===== src/rtl/pafs_defines.vh =====
`ifndef PAFS_DEFINES_VH
`define PAFS_DEFINES_VH

// register index: byte address is four times the index (low 30 bits)
`define PAFS_DIR_IDX      32'hffff8387
`define PAFS_CTRL_IDX     32'hffff838c

// reset values
`define PAFS_DIR_RST      16'h0000
`define PAFS_CTRL_RST     16'h0000

// writable bits, full and reduced-pin variants
`define PAFS_DIR_WMASK    16'hffff
`define PAFS_DIR_WMASK_R  16'h83ff
`define PAFS_CTRL_WMASK   16'h555f
`define PAFS_CTRL_WMASK_R 16'h400f

// function control field positions
`define PAFS_L15_BIT      14
`define PAFS_L14_BIT      12
`define PAFS_L13_BIT      10
`define PAFS_L12_BIT      8
`define PAFS_L11_BIT      6
`define PAFS_L10_BIT      4
`define PAFS_L9_HI        3
`define PAFS_L9_LO        2
`define PAFS_L8_HI        1
`define PAFS_L8_LO        0

// two-bit field codes for lines 9 and 8
`define PAFS_FN_GPIO      2'h0
`define PAFS_FN_TCLK      2'h1
`define PAFS_FN_IRQ       2'h2
`define PAFS_FN_RSVD      2'h3

// port line numbers
`define PAFS_LINE15       15
`define PAFS_LINE14       14
`define PAFS_LINE13       13
`define PAFS_LINE12       12
`define PAFS_LINE11       11
`define PAFS_LINE10       10
`define PAFS_LINE9        9
`define PAFS_LINE8        8

`endif


===== src/rtl/pafs_pin_drv.v =====
`timescale 1ns/10ps
`default_nettype none

// per-line pin driver: registered pin output, enable and input sample
module pafs_pin_drv #(
   parameter LINES = 16
) (
   input  wire             clk_i,
   input  wire             rst_i,
   input  wire [LINES-1:0] func_en_i,
   input  wire [LINES-1:0] func_dout_i,
   input  wire [LINES-1:0] func_oe_i,
   input  wire [LINES-1:0] dir_i,
   input  wire [LINES-1:0] gpio_dout_i,
   input  wire [LINES-1:0] pin_i,
   output reg  [LINES-1:0] pin_o,
   output reg  [LINES-1:0] pin_oe_o,
   output reg  [LINES-1:0] gpio_din_o
);

   genvar g;

   generate
      for (g = 0; g < LINES; g = g + 1) begin : g_line
         always @(posedge clk_i) begin
            if (rst_i) begin
               // all lines float as inputs while in reset
               pin_o[g]      <= 1'b0;
               pin_oe_o[g]   <= 1'b0;
               gpio_din_o[g] <= 1'b0;
            end else begin
               gpio_din_o[g] <= pin_i[g];
               if (func_en_i[g]) begin
                  pin_o[g]    <= func_dout_i[g];
                  pin_oe_o[g] <= func_oe_i[g];
               end else begin
                  pin_o[g]    <= gpio_dout_i[g];
                  pin_oe_o[g] <= dir_i[g];
               end
            end
         end
      end
   endgenerate

endmodule // pafs_pin_drv

`default_nettype wire


===== src/rtl/pafs_top.v =====
// Notes on behaviour
// - 16-bit direction register, one bit per line, reset zero, byte lanes.
// - 16-bit upper function register; odd bits 5 to 15 read only.
// - bit 14 zero gives general line 15, one gives clock output.
// - bit 14 resets to one in extended mode; other bits reset zero.
// - bit 12 one drives read strobe on line 14, not single-chip.
// - with ROM disabled, bits 12..4 zero still give bus functions.
// - bit 10 one drives upper-byte write strobe on line 13.
// - bit 8 one drives lower-byte write strobe on line 12.
// - bit 6 one drives chip select one on line 11.
// - bit 4 one drives chip select zero on line 10.
// - bits 3:2 pick line 9: gpio, timer clock d, interrupt 3.
// - bits 1:0 pick line 8: gpio, timer clock c, interrupt 2.
// - reduced-pin variant reserves direction bits 14..10 and function bits 12..4.
//
// Local design decision: register access over Wishbone.
`timescale 1ns/10ps
`default_nettype none
`include "pafs_defines.vh"

module pafs_top #(
   parameter LINES       = 16,
   parameter REDUCED_PIN = 0
) (
   input  wire             clk_i,
   input  wire             rst_i,
   // classic wishbone slave
   input  wire             cyc_i,
   input  wire             stb_i,
   input  wire             we_i,
   input  wire [31:0]      adr_i,
   input  wire [3:0]       sel_i,
   input  wire [31:0]      dat_i,
   output reg  [31:0]      dat_o,
   output reg              ack_o,
   // chip operating mode
   input  wire             ext_mode_i,
   input  wire             rom_off_i,
   // port pins
   input  wire [LINES-1:0] pin_i,
   output wire [LINES-1:0] pin_o,
   output wire [LINES-1:0] pin_oe_o,
   // general input/output data
   input  wire [LINES-1:0] gpio_dout_i,
   output wire [LINES-1:0] gpio_din_o,
   // peripheral outputs routed onto pins
   input  wire             sys_clock_out_i,
   input  wire             read_strobe_i,
   input  wire             upper_byte_write_strobe_i,
   input  wire             lower_byte_write_strobe_i,
   input  wire             chip_select_one_i,
   input  wire             chip_select_zero_i,
   // peripheral inputs taken from pins
   output reg              timer_ext_clock_d_o,
   output reg              timer_ext_clock_c_o,
   output reg              ext_interrupt_3_o,
   output reg              ext_interrupt_2_o
);

   localparam [15:0] DIR_WMASK  = (REDUCED_PIN != 0) ?
                                  `PAFS_DIR_WMASK_R : `PAFS_DIR_WMASK;
   localparam [15:0] CTRL_WMASK = (REDUCED_PIN != 0) ?
                                  `PAFS_CTRL_WMASK_R : `PAFS_CTRL_WMASK;
   localparam [31:0] DIR_IDX    = `PAFS_DIR_IDX;
   localparam [31:0] CTRL_IDX   = `PAFS_CTRL_IDX;

   reg  [15:0]      dir_q;
   reg  [15:0]      dir_d;
   reg  [15:0]      ctrl_q;
   reg  [15:0]      ctrl_d;
   reg  [31:0]      rdata_d;
   reg              ack_d;
   reg  [15:0]      lane_mask;
   wire             req;
   wire             hit_dir;
   wire             hit_ctrl;
   wire             bus_mode;
   reg  [LINES-1:0] func_en;
   reg  [LINES-1:0] func_dout;
   reg  [LINES-1:0] func_oe;
   wire [1:0]       l9_sel;
   wire [1:0]       l8_sel;
   wire [15:0]      dir_ext;

   // one request per handshake; ack drops the cycle after it rose
   assign req      = cyc_i & stb_i & ~ack_o;
   assign hit_dir  = (adr_i[31:2] == DIR_IDX[29:0]);
   assign hit_ctrl = (adr_i[31:2] == CTRL_IDX[29:0]);

   // on-chip ROM disabled implies an external bus is present
   assign bus_mode    = ext_mode_i | rom_off_i;

   assign l9_sel = {ctrl_q[`PAFS_L9_HI], ctrl_q[`PAFS_L9_LO]};
   assign l8_sel = {ctrl_q[`PAFS_L8_HI], ctrl_q[`PAFS_L8_LO]};

   // byte lanes of the low halfword
   always @* begin
      lane_mask = {{8{sel_i[1]}}, {8{sel_i[0]}}};
   end

   // register write path
   always @* begin
      dir_d  = dir_q;
      ctrl_d = ctrl_q;
      if (req && we_i) begin
         if (hit_dir) begin
            dir_d = (dir_q & ~(lane_mask & DIR_WMASK)) |
                    (dat_i[15:0] & lane_mask & DIR_WMASK);
         end else if (hit_ctrl) begin
            ctrl_d = (ctrl_q & ~(lane_mask & CTRL_WMASK)) |
                     (dat_i[15:0] & lane_mask & CTRL_WMASK);
         end
      end
   end

   // read path; unmapped addresses answer with zero
   always @* begin
      rdata_d = 32'h00000000;
      if (hit_dir) begin
         rdata_d = {16'h0000, dir_q & DIR_WMASK};
      end else if (hit_ctrl) begin
         rdata_d = {16'h0000, ctrl_q & CTRL_WMASK};
      end
   end

   always @* begin
      ack_d = req;
   end

   always @(posedge clk_i) begin
      if (rst_i) begin
         dir_q  <= `PAFS_DIR_RST;
         ctrl_q <= `PAFS_CTRL_RST;
         // clock output on by default in extended mode
         ctrl_q[`PAFS_L15_BIT] <= ext_mode_i;
         ack_o  <= 1'b0;
         dat_o  <= 32'h00000000;
      end else begin
         dir_q  <= dir_d;
         ctrl_q <= ctrl_d;
         ack_o  <= ack_d;
         if (req) begin
            dat_o <= rdata_d;
         end
      end
   end

   // pin function decode
   always @* begin
      func_en   = {LINES{1'b0}};
      func_dout = {LINES{1'b0}};
      func_oe   = {LINES{1'b0}};

      // line 15: clock out in any mode
      if (ctrl_q[`PAFS_L15_BIT]) begin
         func_en[`PAFS_LINE15]   = 1'b1;
         func_dout[`PAFS_LINE15] = sys_clock_out_i;
         func_oe[`PAFS_LINE15]   = 1'b1;
      end

      // lines 14..10 are bus pins only outside single-chip mode
      if (REDUCED_PIN == 0) begin
         if (bus_mode && (ctrl_q[`PAFS_L14_BIT] || rom_off_i)) begin
            func_en[`PAFS_LINE14]   = 1'b1;
            func_dout[`PAFS_LINE14] = read_strobe_i;
            func_oe[`PAFS_LINE14]   = 1'b1;
         end
         if (bus_mode && (ctrl_q[`PAFS_L13_BIT] || rom_off_i)) begin
            func_en[`PAFS_LINE13]   = 1'b1;
            func_dout[`PAFS_LINE13] = upper_byte_write_strobe_i;
            func_oe[`PAFS_LINE13]   = 1'b1;
         end
         if (bus_mode && (ctrl_q[`PAFS_L12_BIT] || rom_off_i)) begin
            func_en[`PAFS_LINE12]   = 1'b1;
            func_dout[`PAFS_LINE12] = lower_byte_write_strobe_i;
            func_oe[`PAFS_LINE12]   = 1'b1;
         end
         if (bus_mode && (ctrl_q[`PAFS_L11_BIT] || rom_off_i)) begin
            func_en[`PAFS_LINE11]   = 1'b1;
            func_dout[`PAFS_LINE11] = chip_select_one_i;
            func_oe[`PAFS_LINE11]   = 1'b1;
         end
         if (bus_mode && (ctrl_q[`PAFS_L10_BIT] || rom_off_i)) begin
            func_en[`PAFS_LINE10]   = 1'b1;
            func_dout[`PAFS_LINE10] = chip_select_zero_i;
            func_oe[`PAFS_LINE10]   = 1'b1;
         end
      end

      // lines 9 and 8: input functions, pin left undriven
      // reserved code falls back to general input/output
      case (l9_sel)
         `PAFS_FN_TCLK: begin
            func_en[`PAFS_LINE9] = 1'b1;
         end
         `PAFS_FN_IRQ: begin
            func_en[`PAFS_LINE9] = 1'b1;
         end
         default: begin
            func_en[`PAFS_LINE9] = 1'b0;
         end
      endcase
      case (l8_sel)
         `PAFS_FN_TCLK: begin
            func_en[`PAFS_LINE8] = 1'b1;
         end
         `PAFS_FN_IRQ: begin
            func_en[`PAFS_LINE8] = 1'b1;
         end
         default: begin
            func_en[`PAFS_LINE8] = 1'b0;
         end
      endcase
   end

   // peripheral inputs: pin sample, held low when not selected
   always @(posedge clk_i) begin
      if (rst_i) begin
         timer_ext_clock_d_o <= 1'b0;
         ext_interrupt_3_o   <= 1'b0;
         timer_ext_clock_c_o <= 1'b0;
         ext_interrupt_2_o   <= 1'b0;
      end else begin
         timer_ext_clock_d_o <= (l9_sel == `PAFS_FN_TCLK) &
                                pin_i[`PAFS_LINE9];
         ext_interrupt_3_o   <= (l9_sel == `PAFS_FN_IRQ) &
                                pin_i[`PAFS_LINE9];
         timer_ext_clock_c_o <= (l8_sel == `PAFS_FN_TCLK) &
                                pin_i[`PAFS_LINE8];
         ext_interrupt_2_o   <= (l8_sel == `PAFS_FN_IRQ) &
                                pin_i[`PAFS_LINE8];
      end
   end

   // reserved direction bits act as inputs
   assign dir_ext = dir_q & DIR_WMASK;

   pafs_pin_drv #(
      .LINES       (LINES)
   ) u_pin_drv (
      .clk_i       (clk_i),
      .rst_i       (rst_i),
      .func_en_i   (func_en),
      .func_dout_i (func_dout),
      .func_oe_i   (func_oe),
      .dir_i       (dir_ext[LINES-1:0]),
      .gpio_dout_i (gpio_dout_i),
      .pin_i       (pin_i),
      .pin_o       (pin_o),
      .pin_oe_o    (pin_oe_o),
      .gpio_din_o  (gpio_din_o)
   );

endmodule // pafs_top

`default_nettype wire


===== config.mk =====
export PLATFORM = sky130hd
export DESIGN_NAME = pafs_top
export DESIGN_NICKNAME = d
export VERILOG_FILES = /design/src/rtl/pafs_pin_drv.v /design/src/rtl/pafs_top.v
export VERILOG_INCLUDE_DIRS = /design/src /design/src/rtl
export SDC_FILE = /design/constraint.sdc
export NUM_CORES = 1
export LEC_CHECK = 0
export ABC_AREA = 0
export BUFFER_PORTS_ARGS = -buffer_cell sky130_fd_sc_hd__buf_4
export CAP_MARGIN = 10
export CELL_PAD_IN_SITES_DETAIL_PLACEMENT = 0
export CELL_PAD_IN_SITES_GLOBAL_PLACEMENT = 1
export CORE_UTILIZATION = 30
export DETAILED_ROUTE_END_ITERATION = 6
export HOLD_SLACK_MARGIN = 0.03
export MAX_ROUTING_LAYER = met4
export PLACE_DENSITY = 0.8
export SYNTH_ARGS = -nofsm -noshare
export SYNTH_HDL_FRONTEND = slang
export SYNTH_HIERARCHICAL = 1
export SYNTH_SLANG_ARGS = --single-unit
export TNS_END_PERCENT = 100

===== constraint.sdc =====
create_clock -name clk_i -period 1.94 [get_ports clk_i]
set_input_delay 0.388 -clock clk_i [delete_from_list [all_inputs] [get_ports clk_i]]
set_output_delay 0.388 -clock clk_i [all_outputs]
set_load 0.01 [all_outputs]

-- After elaboration in Yosys (flattened, before gate mapping)
Cells that the tools add are included.
Widths: inputs -> output; s select.
- bits in registers: 117
- output and inout port bits: 85
- input bits: 113
- word-level logic and storage cells: 132
- reduce and logical (&&, ||, !) cells: 20
- mux-type cells: 32
- equal/unequal tests: 7
- bitwise gates (word level): 16
- operators by type and width (cell ; count):
    $mux 15 ; 5
    $eq 30x30->1 const B ; 2
    $and 16x16->16 ; 3
    $mux 1 ; 26
    $mux 16 ; 1
    $not 15->16 ; 1
    $not 16->16 ; 1
    $or 16x15->16 ; 1
    $or 16x16->16 ; 1
    $reduce_or 2->1 ; 4
    $and 1x1->1 ; 6
    $logic_and 1x1->1 ; 6
    $reduce_and 3->1 ; 2
    $logic_or 1x1->1 ; 5
    $eq 2x1->1 const B ; 2
    $eq 2x2->1 const B ; 2
    $reduce_bool 2->1 ; 2
    $ne 2x2->1 const B ; 1
    $not 1->1 ; 2
    $reduce_and 2->1 ; 1
    $or 1x1->1 ; 1

-- Logic depth before layout (Yosys ltp)
- word-level depth: 7
- mapped depth: 6
- gate-level depth less buffers: 5

-- Modules after synthesis
Netlist, hierarchy kept.
- by module, submodules not included (module ; instances ; cells an instance ; area an instance (um^2) ; sequential area each (um^2)):
    pafs_top ; 1 ; 280 ; 2406.1 ; 950.9
    pafs_pin_drv ; 1 ; 133 ; 1545.2 ; 960.9

-- Least setup slack after synthesis
Ideal clock, no wire load.
- path type: input-to-reg
- start point: input port adr_i[16]
- end point: register ctrl_q[14] (data pin)
- slack: 0.000 ns
- data required time: 1.798 ns
- library setup time: 0.142 ns
- arrival: 1.798 ns
- stages on the path: 5
- buffers on the path: 1
- path through: nand4b_4 > or4_4 > buf_6 > or4_4 > o21ai_2
- RTL lines (item ; line ; RTL):
    start: declaration ; pafs_top.v:31 ; input wire [31:0] adr_i,
    end signal: assignment ; pafs_top.v:133 ; ctrl_q <= `PAFS_CTRL_RST;
    end signal: indexed assignment ; pafs_top.v:135 ; ctrl_q[`PAFS_L15_BIT] <= ext_mode_i;
    end signal: assignment ; pafs_top.v:140 ; ctrl_q <= ctrl_d;
    end: declaration ; pafs_top.v:69 ; reg [15:0] ctrl_q;

==> flow_summary.ini <==
[status]
outcome = completed

[global_routing]
grt_pass1_wl_microns = 16180
grt_overflow_total = 0
grt_usage_pct = 16.16
grt_max_degree = 52
grt_pass1_vias = 3309
antenna_found_initial = 0

[run]
maxCapViolCount = 0

[sta]
finalHoldViolations = 0
report.final.slew_viol_count = 0
fmax_mhz = 573.6
rsz0062_at_grt = no
fin_crit_sh_pct = 89.87
finalSetupViolations = 0
setup_tns_ns = 0
fin_skew_ns = 0.008621
finalCriticalPeriod_ns = 1.744

[synthesis]
synth.distinct_cells = 34
synth-seq-area-share_pct = 48.39
yosysMostFrequentCell = dfxtp_1
avgSynthCellArea_sq_um = 9.567
ys.flop_type = dfxtp_1
yosys.area.top_type_share_pct = 47.63
synth_edf_count = 1
syn_inst = 413
yosysWarningCount = 6
synth_top_cell_by_area = dfxtp_1
async_reset_ff_share_pct = 0
syn_area_sq_um = 3951
ys_seq_elements = 95
synth_top_cells_by_count = 94 x dfxtp_1, 36 x nand4_1, 33 x mux2i_1, 33 x nor2_1, 31 x a21oi_1
synthTopCellsByArea = dfxtp_1 48%, mux2i_1 8.4%, nand4_1 5.7%

[power_and_ir_drop]
leakagePower_nw = 2.625
powerDensity_nw_per_um2 = 786.4
pwr-share-seq_pct = 44.7
p_int_mw = 3.582
ir_worst_vdd_mv = 0.3317
p_sw_share_pct = 21.54
p_switching_uw = 983.4
pwr-share-comb_pct = 10.7
clockPowerShare_pct = 44.6

[critical_path]
crit_arrival_ns = 1.96
crit_fanout = 11
ff2ff_setup_slack_ns = 0.20
critPathKind = reg2reg
critPathRequiredTime_ns = 2.16
critPathLaunchType = flip-flop
critPathCaptureType = flip-flop

[clocking]
tritoncts = built
cts_root_buf = clkbuf_16
cts.clk_slew.worst_paths_ns = 0.07
cts_hold_buf = 0
cts_buffers = 9
cts_setup_buffers = 0
h-tree-depth = 3
cts_resized = 0
clock-sinks = 95
clockBufferDepth = 2
clk_latency_ns = 0.35

[floorplan]
dieWidth_microns = 116.8
core_sq_um = 12720
ios = 198
start_util_pct = 31.06
die_area_sq_um = 13630
rows = 41
die_h_microns = 116.8

[final_layout]
antenna_cells = 0
synthToLayoutAreaGrowth_pct = 46.93
utilization_pct = 45.63
final_nets = 720
drive_gt1_share_pct = 33.22
layout.cells.non_filler = 780

[drt]
num_vias = 3585
post_drt_wl_per_cell_microns = 13.42
ant_nets = 0
drcViolationCount = 0
first_iter_violations = 213
routed_wl_microns = 10470
routed_via_density = 4.596
first_pass_iters = 4

[hold_path]
hp-class = in2reg

[placed_design]
finalWeightedCongestion = 0.7655
dp.cells = 764
hpwlAfterDp_microns = 7662
port_buffers = 161
-- worst max-delay path: stages, from the launching register on --
cell and delay [ns]:
dfxtp_1 0.32, and3b_1 0.39, nand3_1 0.40, o31ai_1 0.39, a21oi_1 0.12
-- cell families (layout without fill, tap and decap cells) --
| group | after synthesis | after routing | share of synthesized area [%] |
|---|---|---|---|
| AOI/OAI and AO/OA | 82 | 82 | 13.33 |
| other | 1 | 52 | 0.09491 |
| adders and majority gates | 4 | 4 | 1.267 |
| and+or+nand+nor | 142 | 142 | 20.87 |
| muxes | 33 | 33 | 8.360 |
| buffers and inverters | 56 | 200 | 7.694 |
| DFF | 95 | 95 | 48.38 |
-- routing by layer --
metal / wire length (microns) / vias up / track usage [%]
met3: 731 / 11 / 2.854
li1: - / 1806 / -
met4: 179 / 0 / 7.342
met1: 4634 / 1617 / 19.92
met2: 4923 / 151 / 25.76
met5: 0 / - / -
-- per-stage QoR --
| step | setup WS [ns] | power, mW | cell area, sq um | hold WS [ns] |
|---|---|---|---|---|
| after floorplan | 0.0002662 | 2.314 | 4143 | 0.4565 |
| after global placement | -0.07143 | 2.567 | 5459 | 0.4511 |
| after detailed placement | -0.07986 | 2.579 | 5459 | 0.4484 |
| after CTS | 0.2432 | 4.636 | 5806 | 0.2400 |
| after global routing | 0.09326 | 4.755 | 5806 | 0.2533 |
| final | 0.1965 | 4.566 | 5806 | 0.2510 |
-- path summary, 6_finish.rpt --
check / start / end / depth (start not counted)
max reg2reg: ack_o / flip-flop / 4
min reg2reg: dat_o[11] / dat_o[11] / 2
max: ack_o / flip-flop / 4
min: pin_i[1] / u_pin_drv/gpio_din_o[1] / 2
-- final cells by class --
type	instances	area (sq um)
Fill cell	1245	6917
Multi-Input combinational cell	313	1936
Sequential cell	95	1912
Timing Repair Buffer	178	1374
Clock buffer	10	239.0
Tap cell	172	215.2
Clock inverter	6	107.6
Inverter	6	22.52
-- power groups by stage --
stage                     Combinational, mW  Clock, mW  Sequential [mW]
final                                 0.488       2.04             2.04
after global routing                  0.538       2.17             2.05
after CTS                             0.492       2.10             2.04
after detailed placement              0.491          0             2.09
after global placement                0.482          0             2.09
after floorplan                       0.196          0             2.12
-- placed cells by master (no fill, tap or decap) --
master	instances
inv_1	6
or2_2	1
mux2i_1	33
nor3b_1	1
a21o_1	5
a21oi_1	31
nand3_1	22
conb_1	52
clkinv_2	2
clkinvlp_4	1
o31ai_1	25
nor3_1	2
and4bb_2	2
nor2b_1	16
dfxtp_1	94
nand2_1	8
buf_4	175
ha_1	4
nand4b_4	1
nor2_1	33
nand4_1	36
buf_12	3
and4_1	2
bufinv_16	3
clkbuf_8	1
and2_1	6
and3b_1	6
nand3b_1	1
edfxtp_1	1
o21ai_2	1
o21bai_1	10
nor4_4	1
or4_4	2
and3_1	2
a31oi_1	10
clkbuf_16	9
(Power assumes the default switching activity.)
